### config.mk
export PLATFORM = sky130hd
export DESIGN_NAME = smc_ctrl
export DESIGN_NICKNAME = d
export VERILOG_FILES = /design/src/hdl/smc_pkg.sv /design/src/hdl/smc_ctrl.sv
export SDC_FILE = /design/constraint.sdc
export NUM_CORES = 1
export LEC_CHECK = 0
export BUFFER_PORTS_ARGS = -buffer_cell sky130_fd_sc_hd__buf_2
export CORE_MARGIN = 1
export CORE_UTILIZATION = 50
export DETAILED_ROUTE_END_ITERATION = 16
export PLACE_DENSITY = 0.8
export SLEW_MARGIN = 5
export SYNTH_ARGS = -nofsm -noshare
export SYNTH_HDL_FRONTEND = slang
export SYNTH_SLANG_ARGS = --single-unit
### constraint.sdc
create_clock -name ref_clk -period 2.1 [get_ports ref_clk]
set_input_delay 0.105 -clock ref_clk [delete_from_list [all_inputs] [get_ports ref_clk]]
set_output_delay 0.105 -clock ref_clk [all_outputs]
set_load 0.02 [all_outputs]
### src/hdl/smc_pkg.sv
// package for the standby mode controller
package smc_pkg;
    localparam logic [7:0] SMC_CTRL_OFS = 8'h00;
    localparam logic [7:0] SMC_STAT_OFS = 8'h04;
    localparam logic [3:0] SMC_KEY_VAL = 4'h7;
    localparam int SMC_KEY_POS = 4;
    localparam int SMC_WT_POS = 2;
    localparam int SMC_MODE_POS = 0;
    localparam logic [3:0] SMC_CTRL_RST = 4'h0;
    localparam logic [1:0] SMC_MODE_HALT = 2'h0;
    localparam logic [1:0] SMC_MODE_BAD = 2'h1;
    localparam logic [1:0] SMC_MODE_IDLE = 2'h2;
    localparam logic [1:0] SMC_MODE_STOP = 2'h3;
    localparam int SMC_HACK_CYC = 2;
    localparam int SMC_HOLD_BLANK_CYC = 6;
    localparam int SMC_REF_CYC = 8;
    localparam int SMC_CLK_MHZ = 100;
    localparam logic [4:0] SMC_SETTLE_EXP_BASE = 5'h13;
    typedef struct packed {
        logic addr_pc;
        logic data_oe;
        logic ctl_oe;
        logic strobes_high;
        logic ras_n;
        logic cas_n;
        logic refresh_request_out_n;
    } smc_bus_t;
endpackage

### src/hdl/smc_ctrl.sv
// standby mode controller: mode register, entry, bus state and release
// Notes on behaviour
// RL1 - mode field 00 halt, 10 idle, 11 stop, 01 prohibited; acts at halt instruction; code serves only 00 and 10, 11 falls through like 01
// RL2 - halt instruction with 00 runs halt acknowledge then enters halt
// RL3 - halt stops cpu clock only, peripherals keep running
// RL4 - entry waits until a running dma block transfer finishes
// RL5 - single transfer returns bus at cycle end, then acknowledge and entry
// RL6 - halt drives pc on address, floats data, strobes high except refresh
// RL7 - while hold granted in halt or idle, address, selects and strobes float
// RL8 - halt exits on nmi, unmasked maskable interrupt, or reset
// RL9 - maskable interrupt releases halt only when interrupt disable flag is 0
// RL10 - software enables a releasing interrupt before halting inside a handler
// RL11 - nmi source holds level until the handler branch
// RL12 - halt instruction with 10 runs acknowledge, self-refresh, enters idle
// RL13 - idle gates system clock off, oscillator and pll kept running
// RL14 - idle exit resumes at once, no settling wait
// RL15 - hold accepted in idle, floats bus, refresh restarts after release
// RL16 - hold ignored in acknowledge and first six refresh cycles after idle entry; code ignores it through all eight burst cycles
// RL17 - idle exits only on nmi or reset
// RL18 - external system avoids nmi while refresh output inactive or floating
// RL19 - software clears nmi pending flag before idle from nmi handler
// RL20 - reset during halt or idle releases as ordinary reset
// RL21 - settle-wait field selects two to the 19 down to 16 clock periods
// RL22 - writes need key 0111, key reads back 0000
`timescale 1ns/1ps
module smc_ctrl
    import smc_pkg::*;
#(
    parameter int ADDR_W = 8
)
(
    input wire logic ref_clk,
    input wire logic sys_rst,
    input wire logic [ADDR_W-1:0] reg_addr,
    input wire logic [7:0] reg_wdata,
    input wire logic reg_wr,
    input wire logic reg_rd,
    output logic [7:0] reg_rdata,
    input wire logic halt_exec,
    input wire logic dma_block_busy,
    input wire logic dma_single_busy,
    input wire logic nmi_n,
    input wire logic irq_unmasked,
    input wire logic interrupt_disable_flag,
    input wire logic hold_request_n,
    output logic hold_acknowledge_n,
    output logic halt_ack_cycle,
    output logic cpu_clk_en,
    output logic sys_clk_en,
    output logic nmi_wake,
    output logic [4:0] settle_count_exp,
    output smc_bus_t bus_state
);
    // offsets are eight bits wide: wider decode would read past them
    if (ADDR_W < 3 || ADDR_W > 8)
        $error("smc_ctrl: address width must be 3 to 8");

    // halt and idle are the only modes served here
    function automatic logic smc_mode_served(input logic [1:0] m);
        smc_mode_served = m == SMC_MODE_HALT || m == SMC_MODE_IDLE;
    endfunction

    typedef enum logic [5:0] {
        SMC_RUN = 6'h01,
        SMC_WAIT = 6'h02,
        SMC_HACK = 6'h04,
        SMC_HALT = 6'h08,
        SMC_IREF = 6'h10,
        SMC_IDLE = 6'h20
    } smc_state_t;

    smc_state_t state_q, state_d;
    logic [3:0] ctrl_q;
    logic [7:0] rdata_q;
    logic [3:0] cnt_q, cnt_d;
    logic hold_q;
    logic is_halt_tgt_q;
    logic [2:0] nmi_sync_q;
    logic [2:0] hold_sync_q;
    logic nmi_act_q, hold_req_q;
    logic wake_q;

    // nmi and hold come from pins: three stages, change counts when last two agree
    always_ff @(posedge ref_clk or posedge sys_rst)
    begin
        if (sys_rst)
        begin
            nmi_sync_q <= 3'h7;
            hold_sync_q <= 3'h7;
            nmi_act_q <= 1'b0;
            hold_req_q <= 1'b0;
        end
        else
        begin
            nmi_sync_q <= {nmi_sync_q[1:0], nmi_n};
            hold_sync_q <= {hold_sync_q[1:0], hold_request_n};
            if (nmi_sync_q[2] == nmi_sync_q[1])
                nmi_act_q <= ~nmi_sync_q[2];
            if (hold_sync_q[2] == hold_sync_q[1])
                hold_req_q <= ~hold_sync_q[2];
        end
    end

    wire ctrl_sel = reg_addr == SMC_CTRL_OFS[ADDR_W-1:0];
    wire stat_sel = reg_addr == SMC_STAT_OFS[ADDR_W-1:0];
    wire key_ok = reg_wdata[7:SMC_KEY_POS] == SMC_KEY_VAL; // RL22
    wire ctrl_we = reg_wr && ctrl_sel && key_ok && state_q == SMC_RUN; // RL22
    wire [1:0] mode_sel = ctrl_q[1:0];
    // prohibited code ignored and stop not served here: instruction falls through
    wire mode_ok = smc_mode_served(mode_sel); // RL1
    wire dma_block = dma_block_busy || dma_single_busy; // RL4 RL5
    wire halt_rel = nmi_act_q || (irq_unmasked && !interrupt_disable_flag); // RL8 RL9
    wire idle_rel = nmi_act_q; // RL17
    wire in_standby = state_q == SMC_HALT || state_q == SMC_IREF || state_q == SMC_IDLE;
    wire hold_ok = state_q == SMC_HALT || (state_q == SMC_IDLE); // RL16
    wire [7:0] stat_word = {2'h0, state_q};
    wire [7:0] rd_word = ctrl_sel ? {4'h0, ctrl_q} : (stat_sel ? stat_word : 8'h00);

    always_comb
    begin
        state_d = state_q;
        cnt_d = cnt_q;
        case (state_q)
            SMC_RUN:
            begin
                if (halt_exec && mode_ok) // RL1
                    state_d = dma_block ? SMC_WAIT : SMC_HACK; // RL4
                cnt_d = 4'h0;
            end
            SMC_WAIT:
            begin
                if (!dma_block) // RL4 RL5
                    state_d = SMC_HACK;
                cnt_d = 4'h0;
            end
            SMC_HACK:
            begin
                cnt_d = cnt_q + 4'h1;
                if (cnt_q == 4'(SMC_HACK_CYC - 1))
                begin
                    cnt_d = 4'h0;
                    state_d = is_halt_tgt_q ? SMC_HALT : SMC_IREF; // RL2 RL12
                end
            end
            SMC_HALT:
            begin
                if (halt_rel && !hold_q) // RL8
                    state_d = SMC_RUN;
            end
            SMC_IREF:
            begin
                cnt_d = cnt_q + 4'h1;
                if (cnt_q == 4'(SMC_REF_CYC - 1))
                begin
                    cnt_d = 4'h0;
                    state_d = SMC_IDLE;
                end
            end
            SMC_IDLE:
            begin
                if (hold_q && !hold_req_q)
                    state_d = SMC_IREF; // RL15
                else if (idle_rel && !hold_q)
                    state_d = SMC_RUN; // RL14 RL17
            end
            default:
                state_d = SMC_RUN;
        endcase
    end

    // reset is asynchronous: any standby state returns to run as at power-up
    always_ff @(posedge ref_clk or posedge sys_rst)
    begin
        if (sys_rst)
        begin
            state_q <= SMC_RUN; // RL20
            cnt_q <= 4'h0;
            ctrl_q <= SMC_CTRL_RST;
            rdata_q <= 8'h00;
            is_halt_tgt_q <= 1'b1;
            wake_q <= 1'b0;
        end
        else
        begin
            state_q <= state_d;
            cnt_q <= cnt_d;
            if (ctrl_we)
                ctrl_q <= reg_wdata[3:0]; // RL22
            rdata_q <= reg_rd ? rd_word : 8'h00; // RL22
            if (state_q == SMC_RUN && halt_exec)
                is_halt_tgt_q <= mode_sel == SMC_MODE_HALT;
            wake_q <= in_standby && state_d == SMC_RUN && nmi_act_q;
        end
    end

    // hold grant; blanked during acknowledge and the opening refresh burst
    always_ff @(posedge ref_clk or posedge sys_rst)
    begin
        if (sys_rst)
            hold_q <= 1'b0;
        else if (!hold_req_q)
            hold_q <= 1'b0;
        else if (hold_ok)
            hold_q <= 1'b1; // RL15 RL16
    end

    wire refreshing = state_q == SMC_IREF || state_q == SMC_IDLE;
    wire ref_pulse = state_q == SMC_IREF && cnt_q < 4'(SMC_HOLD_BLANK_CYC);
    smc_bus_t bus_w;
    always_comb
    begin
        bus_w.addr_pc = in_standby || state_q == SMC_HACK; // RL6
        bus_w.data_oe = 1'b0; // RL6
        bus_w.ctl_oe = !hold_q; // RL7
        bus_w.strobes_high = 1'b1; // RL6
        bus_w.ras_n = !(refreshing && !hold_q); // RL12 RL15
        bus_w.cas_n = !(refreshing && !hold_q && (ref_pulse || state_q == SMC_IDLE));
        bus_w.refresh_request_out_n = !(refreshing && !hold_q);
    end

    assign bus_state = in_standby || state_q == SMC_HACK ? bus_w : 7'h1F;
    assign reg_rdata = rdata_q;
    assign hold_acknowledge_n = !hold_q;
    assign halt_ack_cycle = state_q == SMC_HACK;
    assign cpu_clk_en = !in_standby && state_q != SMC_HACK; // RL3
    assign sys_clk_en = !refreshing; // RL13
    assign nmi_wake = wake_q;
    assign settle_count_exp = SMC_SETTLE_EXP_BASE - {3'h0, ctrl_q[3:SMC_WT_POS]}; // RL21

    AST_KEY_BLOCK: assert property (@(posedge ref_clk) disable iff (sys_rst)
        reg_wr && ctrl_sel && !key_ok |=> ctrl_q == $past(ctrl_q))
        else $error("bad key wrote control"); // RL22
    AST_KEY_READ: assert property (@(posedge ref_clk) disable iff (sys_rst)
        reg_rd |=> reg_rdata[7:4] == 4'h0)
        else $error("key bits read nonzero"); // RL22
    AST_DMA_WAIT: assert property (@(posedge ref_clk) disable iff (sys_rst)
        state_q == SMC_WAIT && dma_block |=> state_q == SMC_WAIT)
        else $error("entry during dma"); // RL4
    AST_HACK_LEN: assert property (@(posedge ref_clk) disable iff (sys_rst)
        $rose(halt_ack_cycle) |-> halt_ack_cycle [*2] ##1 !halt_ack_cycle)
        else $error("acknowledge length wrong"); // RL2
    AST_HOLD_BLANK: assert property (@(posedge ref_clk) disable iff (sys_rst)
        state_q == SMC_HACK && !hold_q |=> !hold_q)
        else $error("hold granted in acknowledge"); // RL16
    AST_DI_NO_REL: assert property (@(posedge ref_clk) disable iff (sys_rst)
        state_q == SMC_HALT && !nmi_act_q && interrupt_disable_flag |=> state_q == SMC_HALT)
        else $error("masked halt release"); // RL9
    AST_IDLE_IRQ: assert property (@(posedge ref_clk) disable iff (sys_rst)
        state_q == SMC_IDLE && !nmi_act_q |=> state_q != SMC_RUN)
        else $error("idle left without nmi"); // RL17
    AST_HOLD_FLOAT: assert property (@(posedge ref_clk) disable iff (sys_rst)
        hold_q && in_standby |-> !bus_state.ctl_oe && bus_state.ras_n)
        else $error("bus driven under hold"); // RL7
    AST_CLK_GATE: assert property (@(posedge ref_clk) disable iff (sys_rst)
        state_q == SMC_HALT |-> !cpu_clk_en && sys_clk_en)
        else $error("halt clock gating wrong"); // RL3
    AST_HALT_EXIT: assert property (@(posedge ref_clk) disable iff (sys_rst)
        state_q == SMC_HALT && nmi_act_q && !hold_q |=> cpu_clk_en)
        else $error("nmi did not release halt"); // RL8
    COV_HALT: cover property (@(posedge ref_clk) state_q == SMC_HALT ##1 state_q == SMC_RUN);
    COV_IDLE: cover property (@(posedge ref_clk) state_q == SMC_IDLE ##1 state_q == SMC_RUN);
    COV_HOLD: cover property (@(posedge ref_clk) state_q == SMC_IDLE && hold_q);
    COV_DMA: cover property (@(posedge ref_clk) state_q == SMC_WAIT ##1 state_q == SMC_HACK);
    COV_HOLD_HALT: cover property (@(posedge ref_clk) state_q == SMC_HALT && hold_q);

    AST_HOLD_IREF: assert property (@(posedge ref_clk) disable iff (sys_rst) // RL16
        state_q == SMC_IREF && !hold_q |=> !hold_q)
        else $error("hold granted in refresh burst");

    AST_IDLE_REF: assert property (@(posedge ref_clk) disable iff (sys_rst) // RL12
        state_q == SMC_IDLE && !hold_q |-> !bus_state.refresh_request_out_n && !bus_state.ras_n)
        else $error("no self refresh in idle");

    AST_IDLE_CLK: assert property (@(posedge ref_clk) disable iff (sys_rst) // RL13
        state_q == SMC_IDLE |-> !sys_clk_en && !cpu_clk_en)
        else $error("idle clock gating wrong");

    AST_IDLE_FAST: assert property (@(posedge ref_clk) disable iff (sys_rst) // RL14
        state_q == SMC_IDLE && nmi_act_q && !hold_q |=> cpu_clk_en && sys_clk_en)
        else $error("idle exit delayed");

    AST_HOLD_RESTART: assert property (@(posedge ref_clk) disable iff (sys_rst) // RL15
        state_q == SMC_IDLE && hold_q && !hold_req_q |=> state_q == SMC_IREF)
        else $error("refresh not restarted after hold");

    AST_HALT_BUS: assert property (@(posedge ref_clk) disable iff (sys_rst) // RL6
        state_q == SMC_HALT |-> bus_state.addr_pc && !bus_state.data_oe && bus_state.strobes_high && bus_state.ras_n)
        else $error("halt bus state wrong");

    AST_IRQ_EXIT: assert property (@(posedge ref_clk) disable iff (sys_rst) // RL8
        state_q == SMC_HALT && irq_unmasked && !interrupt_disable_flag && !hold_q |=> cpu_clk_en)
        else $error("unmasked interrupt did not release halt");

    AST_MODE_BAD: assert property (@(posedge ref_clk) disable iff (sys_rst) // RL1
        state_q == SMC_RUN && halt_exec && !mode_ok |=> state_q == SMC_RUN)
        else $error("unserved mode entered standby");

    AST_SINGLE_WAIT: assert property (@(posedge ref_clk) disable iff (sys_rst) // RL5
        state_q == SMC_WAIT && dma_single_busy |=> !halt_ack_cycle)
        else $error("acknowledge inside single transfer");

    AST_WT_MAP: assert property (@(posedge ref_clk) disable iff (sys_rst) // RL21
        ctrl_q[3:2] == 2'h3 |-> settle_count_exp == 5'h10)
        else $error("settle exponent wrong");

    AST_RST_RUN: assert property (@(posedge ref_clk) // RL20
        $past(sys_rst) && !sys_rst |-> state_q == SMC_RUN && cpu_clk_en && hold_acknowledge_n)
        else $error("reset did not release standby");

    AST_HACK_CLK: assert property (@(posedge ref_clk) disable iff (sys_rst) // RL2
        halt_ack_cycle |-> !cpu_clk_en && bus_state.addr_pc)
        else $error("acknowledge state wrong");

    AST_KEY_WRITE: assert property (@(posedge ref_clk) disable iff (sys_rst) // RL22
        reg_wr && ctrl_sel && key_ok && state_q == SMC_RUN |=> {4'h0, ctrl_q} == ($past(reg_wdata) & 8'h0F))
        else $error("keyed write lost");

    AST_HALT_HOLD_GRANT: assert property (@(posedge ref_clk) disable iff (sys_rst) // RL7
        state_q == SMC_HALT && hold_req_q |=> hold_q)
        else $error("hold refused in halt");

    AST_IDLE_HOLD: assert property (@(posedge ref_clk) disable iff (sys_rst) // RL15
        state_q == SMC_IDLE && hold_req_q |=> hold_q)
        else $error("hold refused in idle");

    AST_HALT_SYS: assert property (@(posedge ref_clk) disable iff (sys_rst) // RL6
        state_q == SMC_HALT && !hold_q |-> bus_state.ctl_oe)
        else $error("selects not driven in halt");

    AST_IREF_CLK: assert property (@(posedge ref_clk) disable iff (sys_rst) // RL13
        state_q == SMC_IREF |-> !sys_clk_en && !cpu_clk_en)
        else $error("clock runs in refresh burst");

    AST_NMI_WAKE: assert property (@(posedge ref_clk) disable iff (sys_rst) // RL8
        nmi_wake |-> cpu_clk_en)
        else $error("wake without cpu clock");

    AST_WAIT_RUN: assert property (@(posedge ref_clk) disable iff (sys_rst) // RL4
        state_q == SMC_WAIT |-> cpu_clk_en && !halt_ack_cycle)
        else $error("standby entered during dma");
endmodule // smc_ctrl

Word-level counts from Yosys, hierarchy flattened
Index checks and enable logic that the tools add are counted.

Register bits after elaboration: 31. Bits in latches: 0. RAM bits: 0. ROM bits: 0. Input port bits: 27. Word-level logic and storage cells: 86. Memories: 0.

$add $sub $neg: 2. $mul: 0. Divide/modulo/power cells: 0. Order comparisons: 1. Equality and inequality tests: 16. Shifts and indexed selects: 0. Mux-type cells: 19. Bitwise operators: 2. Reductions and logical operators: 35.

Operators with widths (count): $mux 6 (10); $pmux 6 s6 (1); $logic_and 1x1->1 (15); $eq 6x1->1 const B (2); $pmux 4 s3 (1); $logic_or 1x1->1 (9); $eq 4x3->1 const B (2); $eq 8x3->1 const B (1); $logic_not 8->1 (1); $mux 4 (2); $logic_not 1->1 (7); $mux 7 (1); $eq 6x2->1 const B (1); $eq 6x3->1 const B (1); $eq 6x4->1 const B (1); $eq 6x5->1 const B (1); $eq 6x6->1 const B (1); $ne 6x3->1 const B (1); $mux 5 (1); $sub 5x2->5 const A (1); $add 4x1->4 const B (1); $eq 4x1->1 const B (1); $lt 4x3->1 const B (1); $mux 3 (1); 8 further kinds (11).

Logic depth before layout (Yosys ltp)
Depth after elaboration: 9. Depth in mapped cells: 7.

Worst setup path before layout
OpenSTA, ideal clock, no wires.

Path type: flip-flop to output port. Start point: reg state_q[5]. End point: out bus_state[4] in the netlist's numbering. Arrival time: 1.873 ns. Data required time: 1.995 ns. Path slack: 0.122 ns. Cell stages (with the launch flop): 7. Path buffers: 1. Path through: dfrtp_1 -> buf_2 -> or3b_2 -> o21ai_0 -> nand2b_1 -> a21oi_1 -> nand2_1.

RTL lines: from (decl) (line smc_ctrl.sv:72) `smc_state_t state_q, state_d;`; from (signal assigned) (line smc_ctrl.sv:185) `state_q <= state_d;`; to (decl) (line smc_ctrl.sv:52) `output smc_bus_t bus_state`.

Final worst setup path
Start point: reg state_q[5]. End point: out halt_ack_cycle.

Cells in the longest elaborated chain, start to end: 1.

Ends and longest elaborated chain: $eq 6x3->1 (line smc_ctrl.sv:224) `assign halt_ack_cycle = state_q == SMC_HACK;`; to (decl) (line smc_ctrl.sv:47) `output logic halt_ack_cycle,`.

Every way passes these cells.

==> impl_metrics.toml <==
[clocking]
clk_pin_slew_worst_paths_ns = 0.09
cts.sinks = 31
cts_buffer_depth = 2
htreeDepth = 2
cts_tree = "yes"
clkLatencyLatePin_ns = 0.33
cts_root_buffer = "clkbuf_4"
numCtsBuffers = 5

[die]
fp.dieW_um = 59.1
die_area_um2 = 3490
rows = 20
coreArea_um2 = 3080
die_height_um = 59.1
initial_core_util_pct = 53.0
io_pins = 52

[drt]
route.detailed.drc = 0
drt_wl_total_mm = 3.54
firstDrtPassIters = 5
drt-initial-drc-count = 49
viasPerCell = 5.13
vias = 1353
ant_nets = 0
wire_per_inst_um = 13.4

[global_route]
antenna_found_initial = 0
gr-total-overflow = 0
grt_pass1_wl_mm = 5.59
met1_usage_pct = 26.3
grt_pass1_vias = 1261
grt_busiest_layer = "met2"
grtUsageMet2_pct = 35.9
grt_util_met3_pct = 8.52
grt_max_degree = 32
track_usage_pct = 21.9

[placed_design]
io_buffers = 44
gp_congestion = 0.900
dp_hpwl_mm = 2.51

[worst_hold_path]
holdPathEnd = "state_q[1]$_DFF_PP0_"
worstHoldPathCells = 3
min_from = "dma_block_busy"
hp-class = "in2reg"

[layout]
final_util_pct = 66.3
drive_gt1_share_pct = 41.8
final_cell_mix = "buf_2, dfrtp_1, nand2_1"
area_growth_pct = 25.1
n_antenna_cell = 0
final_common_cell = "buf_2"
nNetsFinal = 248

[setup_path]
r2r-end = "ctrl_q[1]$_DFFE_PP0P_"
worst_ep_arrival_time_ns = 1.94
cp_cell_sequence = "buf_4, or4b_4, nor2_1, buf_2"
critPathKind = "reg2out"
worstPathRequired_ns = 2.00
r2r-start = "state_q[3]$_DFF_PP0_"
cp-end-kind = "output port"
cp_slowest_cell = "or4b_4"
cpPeakStageDelay_ns = 0.55
cp_max_fo = 4
reg2reg_slack_ns = 0.14
r2r_cells = 5
critPathLaunchType = "flop"

[sta]
fmax_mhz = 490
min_period_over_period_pct = 97.2
post-route-min-period_ns = 2.04
finalHoldViolCount = 0
maxSlewViolCount = 0
finalSetupViolations = 0
clock_skew_ns = 0.00600

[pwr]
cellPowerDensity_nw_per_um2 = 811
power_mw = 1.65
leakage_nw = 0.996
peakVddDrop_mv = 0.631

[yosys]
synth.avg_cell_area_um2 = 10.3
ys_types = 51
synth_edf_count = 0
synth_warnings = 0
syn-cell-area_um2 = 1630
synth.yosys.seq_area_share_pct = 48.2
ys.flop_type = "dfrtp_1"
synthCells = 159
synthArstFlopShare_pct = 100
synth_seq_cells = 31

[run]
drv_cap = 0

[status]
outcome = "finished, final reports clean"
[cells in the mapped netlist (2+ instances only)]
cell      instances  area share [%]
nor4_4            2             2.6
dfrtp_1          23              35
nand2b_1          2            0.77
o22ai_1           2            0.77
o21ai_0          11             3.4
mux2_2            2             1.4
nor4_1            2            0.77
nor2_1           11             2.5
and3_1            2            0.77
nand3_1           3            0.92
nor3b_2           2             1.5
dfstp_2           8              13
nand4_1           2            0.77
buf_4             9             4.1
a22o_1            3             1.6
a21o_1            3             1.4
a31o_2            2             1.1
nor3_1            3            0.92
xnor2_1           2             1.1
a21oi_1           3            0.92
conb_1            2            0.46
inv_1            10             2.3
and2_1            3             1.2
ha_1              2             1.5
nand2_1          14             3.2
buf_2             3            0.92
mux2i_1           3             1.8
nor3b_1           2            0.92
[per-layer routing]
metal | part of all wire [%] | vias up
met5 | 0 | -
met4 | 1.2 | 0
met3 | 4.0 | 7
met2 | 50 | 32
met1 | 44 | 650
li1 | - | 664
[cell type report]
type	count	area, um2
clock buffer	7	45.0
sequential	31	791
multi-input combinational	110	741
timing repair buffer	61	365
fill	249	1040
inverter	10	37.5
clock inverter	1	5.00
tap	44	55.1
[state kept, by name (all words and copies together), names as in the netlist]
signal         count
hold_sync_q        3
nmi_wake           1
hold_q             1
ctrl_q             4
state_q            6
idle_rel           1
nmi_sync_q         3
hold_req_q         1
cnt_q              4
is_halt_tgt_q      1
reg_rdata          6
[through the flow]
step / cells / setup slack (ns) / area, um2 / hold WS (ns) / setup TNS [ns]
floorplan: 164 / 0.122 / 1650 / 0.109 / 0
global placement: 242 / 0.253 / 1850 / 0.194 / 0
detailed placement: 242 / 0.202 / 1850 / 0.211 / 0
CTS: 258 / 0.00715 / 1990 / 0.00128 / 0
global route: 264 / -0.0190 / 2040 / 0.0200 / -0.0425
finish: 264 / 0.0593 / 2040 / 0.0149 / 0
[critical path, delay by kind of cell, from the launching register on]
family | cells | cell delay [ns]
simple gates | 2 | 0.81
flops | 1 | 0.43
buf+inv | 2 | 0.38
[power by group]
| group | internal [mW] | total, mW | switching, mW |
|---|---|---|---|
| sequential | 0.676 | 0.779 | 0.103 |
| clock | 0.130 | 0.326 | 0.196 |
| combinational | 0.251 | 0.550 | 0.299 |
| total | 1.06 | 1.65 | 0.598 |
[what timing repair did]
action / in CTS / in global routing
buffers inserted: 2 / 5
resized for setup: 4 / 4
endpoints found under the setup margin: 5 / 6
hold buffers: 6 / 1
pin swaps: 0 / 2
endpoints found under the hold margin: 28 / 1
[kinds of logic after synthesis]
family	Yosys count	share of synthesized area, %
AO/OA/AOI/OAI	33	13.8
buffers and inverters	23	8.06
other	2	0.461
AND/OR/NAND/NOR	60	23.1
XOR/XNOR	3	1.61
multiplexers	5	3.22
flip-flops	31	48.2
adder cells (fa/ha/maj)	2	1.53
[how the worst max path moves through the flow]
stage | start | slack [ns] | end
after floorplan | state_q[5]$_DFF_PP0_ | 0.12 | bus_state[4]
after global placement | state_q[2]$_DFF_PP0_ | 0.25 | ctrl_q[0]$_DFFE_PP0P_
after detailed placement | state_q[2]$_DFF_PP0_ | 0.20 | ctrl_q[0]$_DFFE_PP0P_
after CTS | state_q[2]$_DFF_PP0_ | 0.007 | bus_state[0]
after global routing | state_q[4]$_DFF_PP0_ | -0.02 | bus_state[2]
final | state_q[5]$_DFF_PP0_ | 0.06 | halt_ack_cycle
No activity file was read; power rests on OpenSTA's default activity.
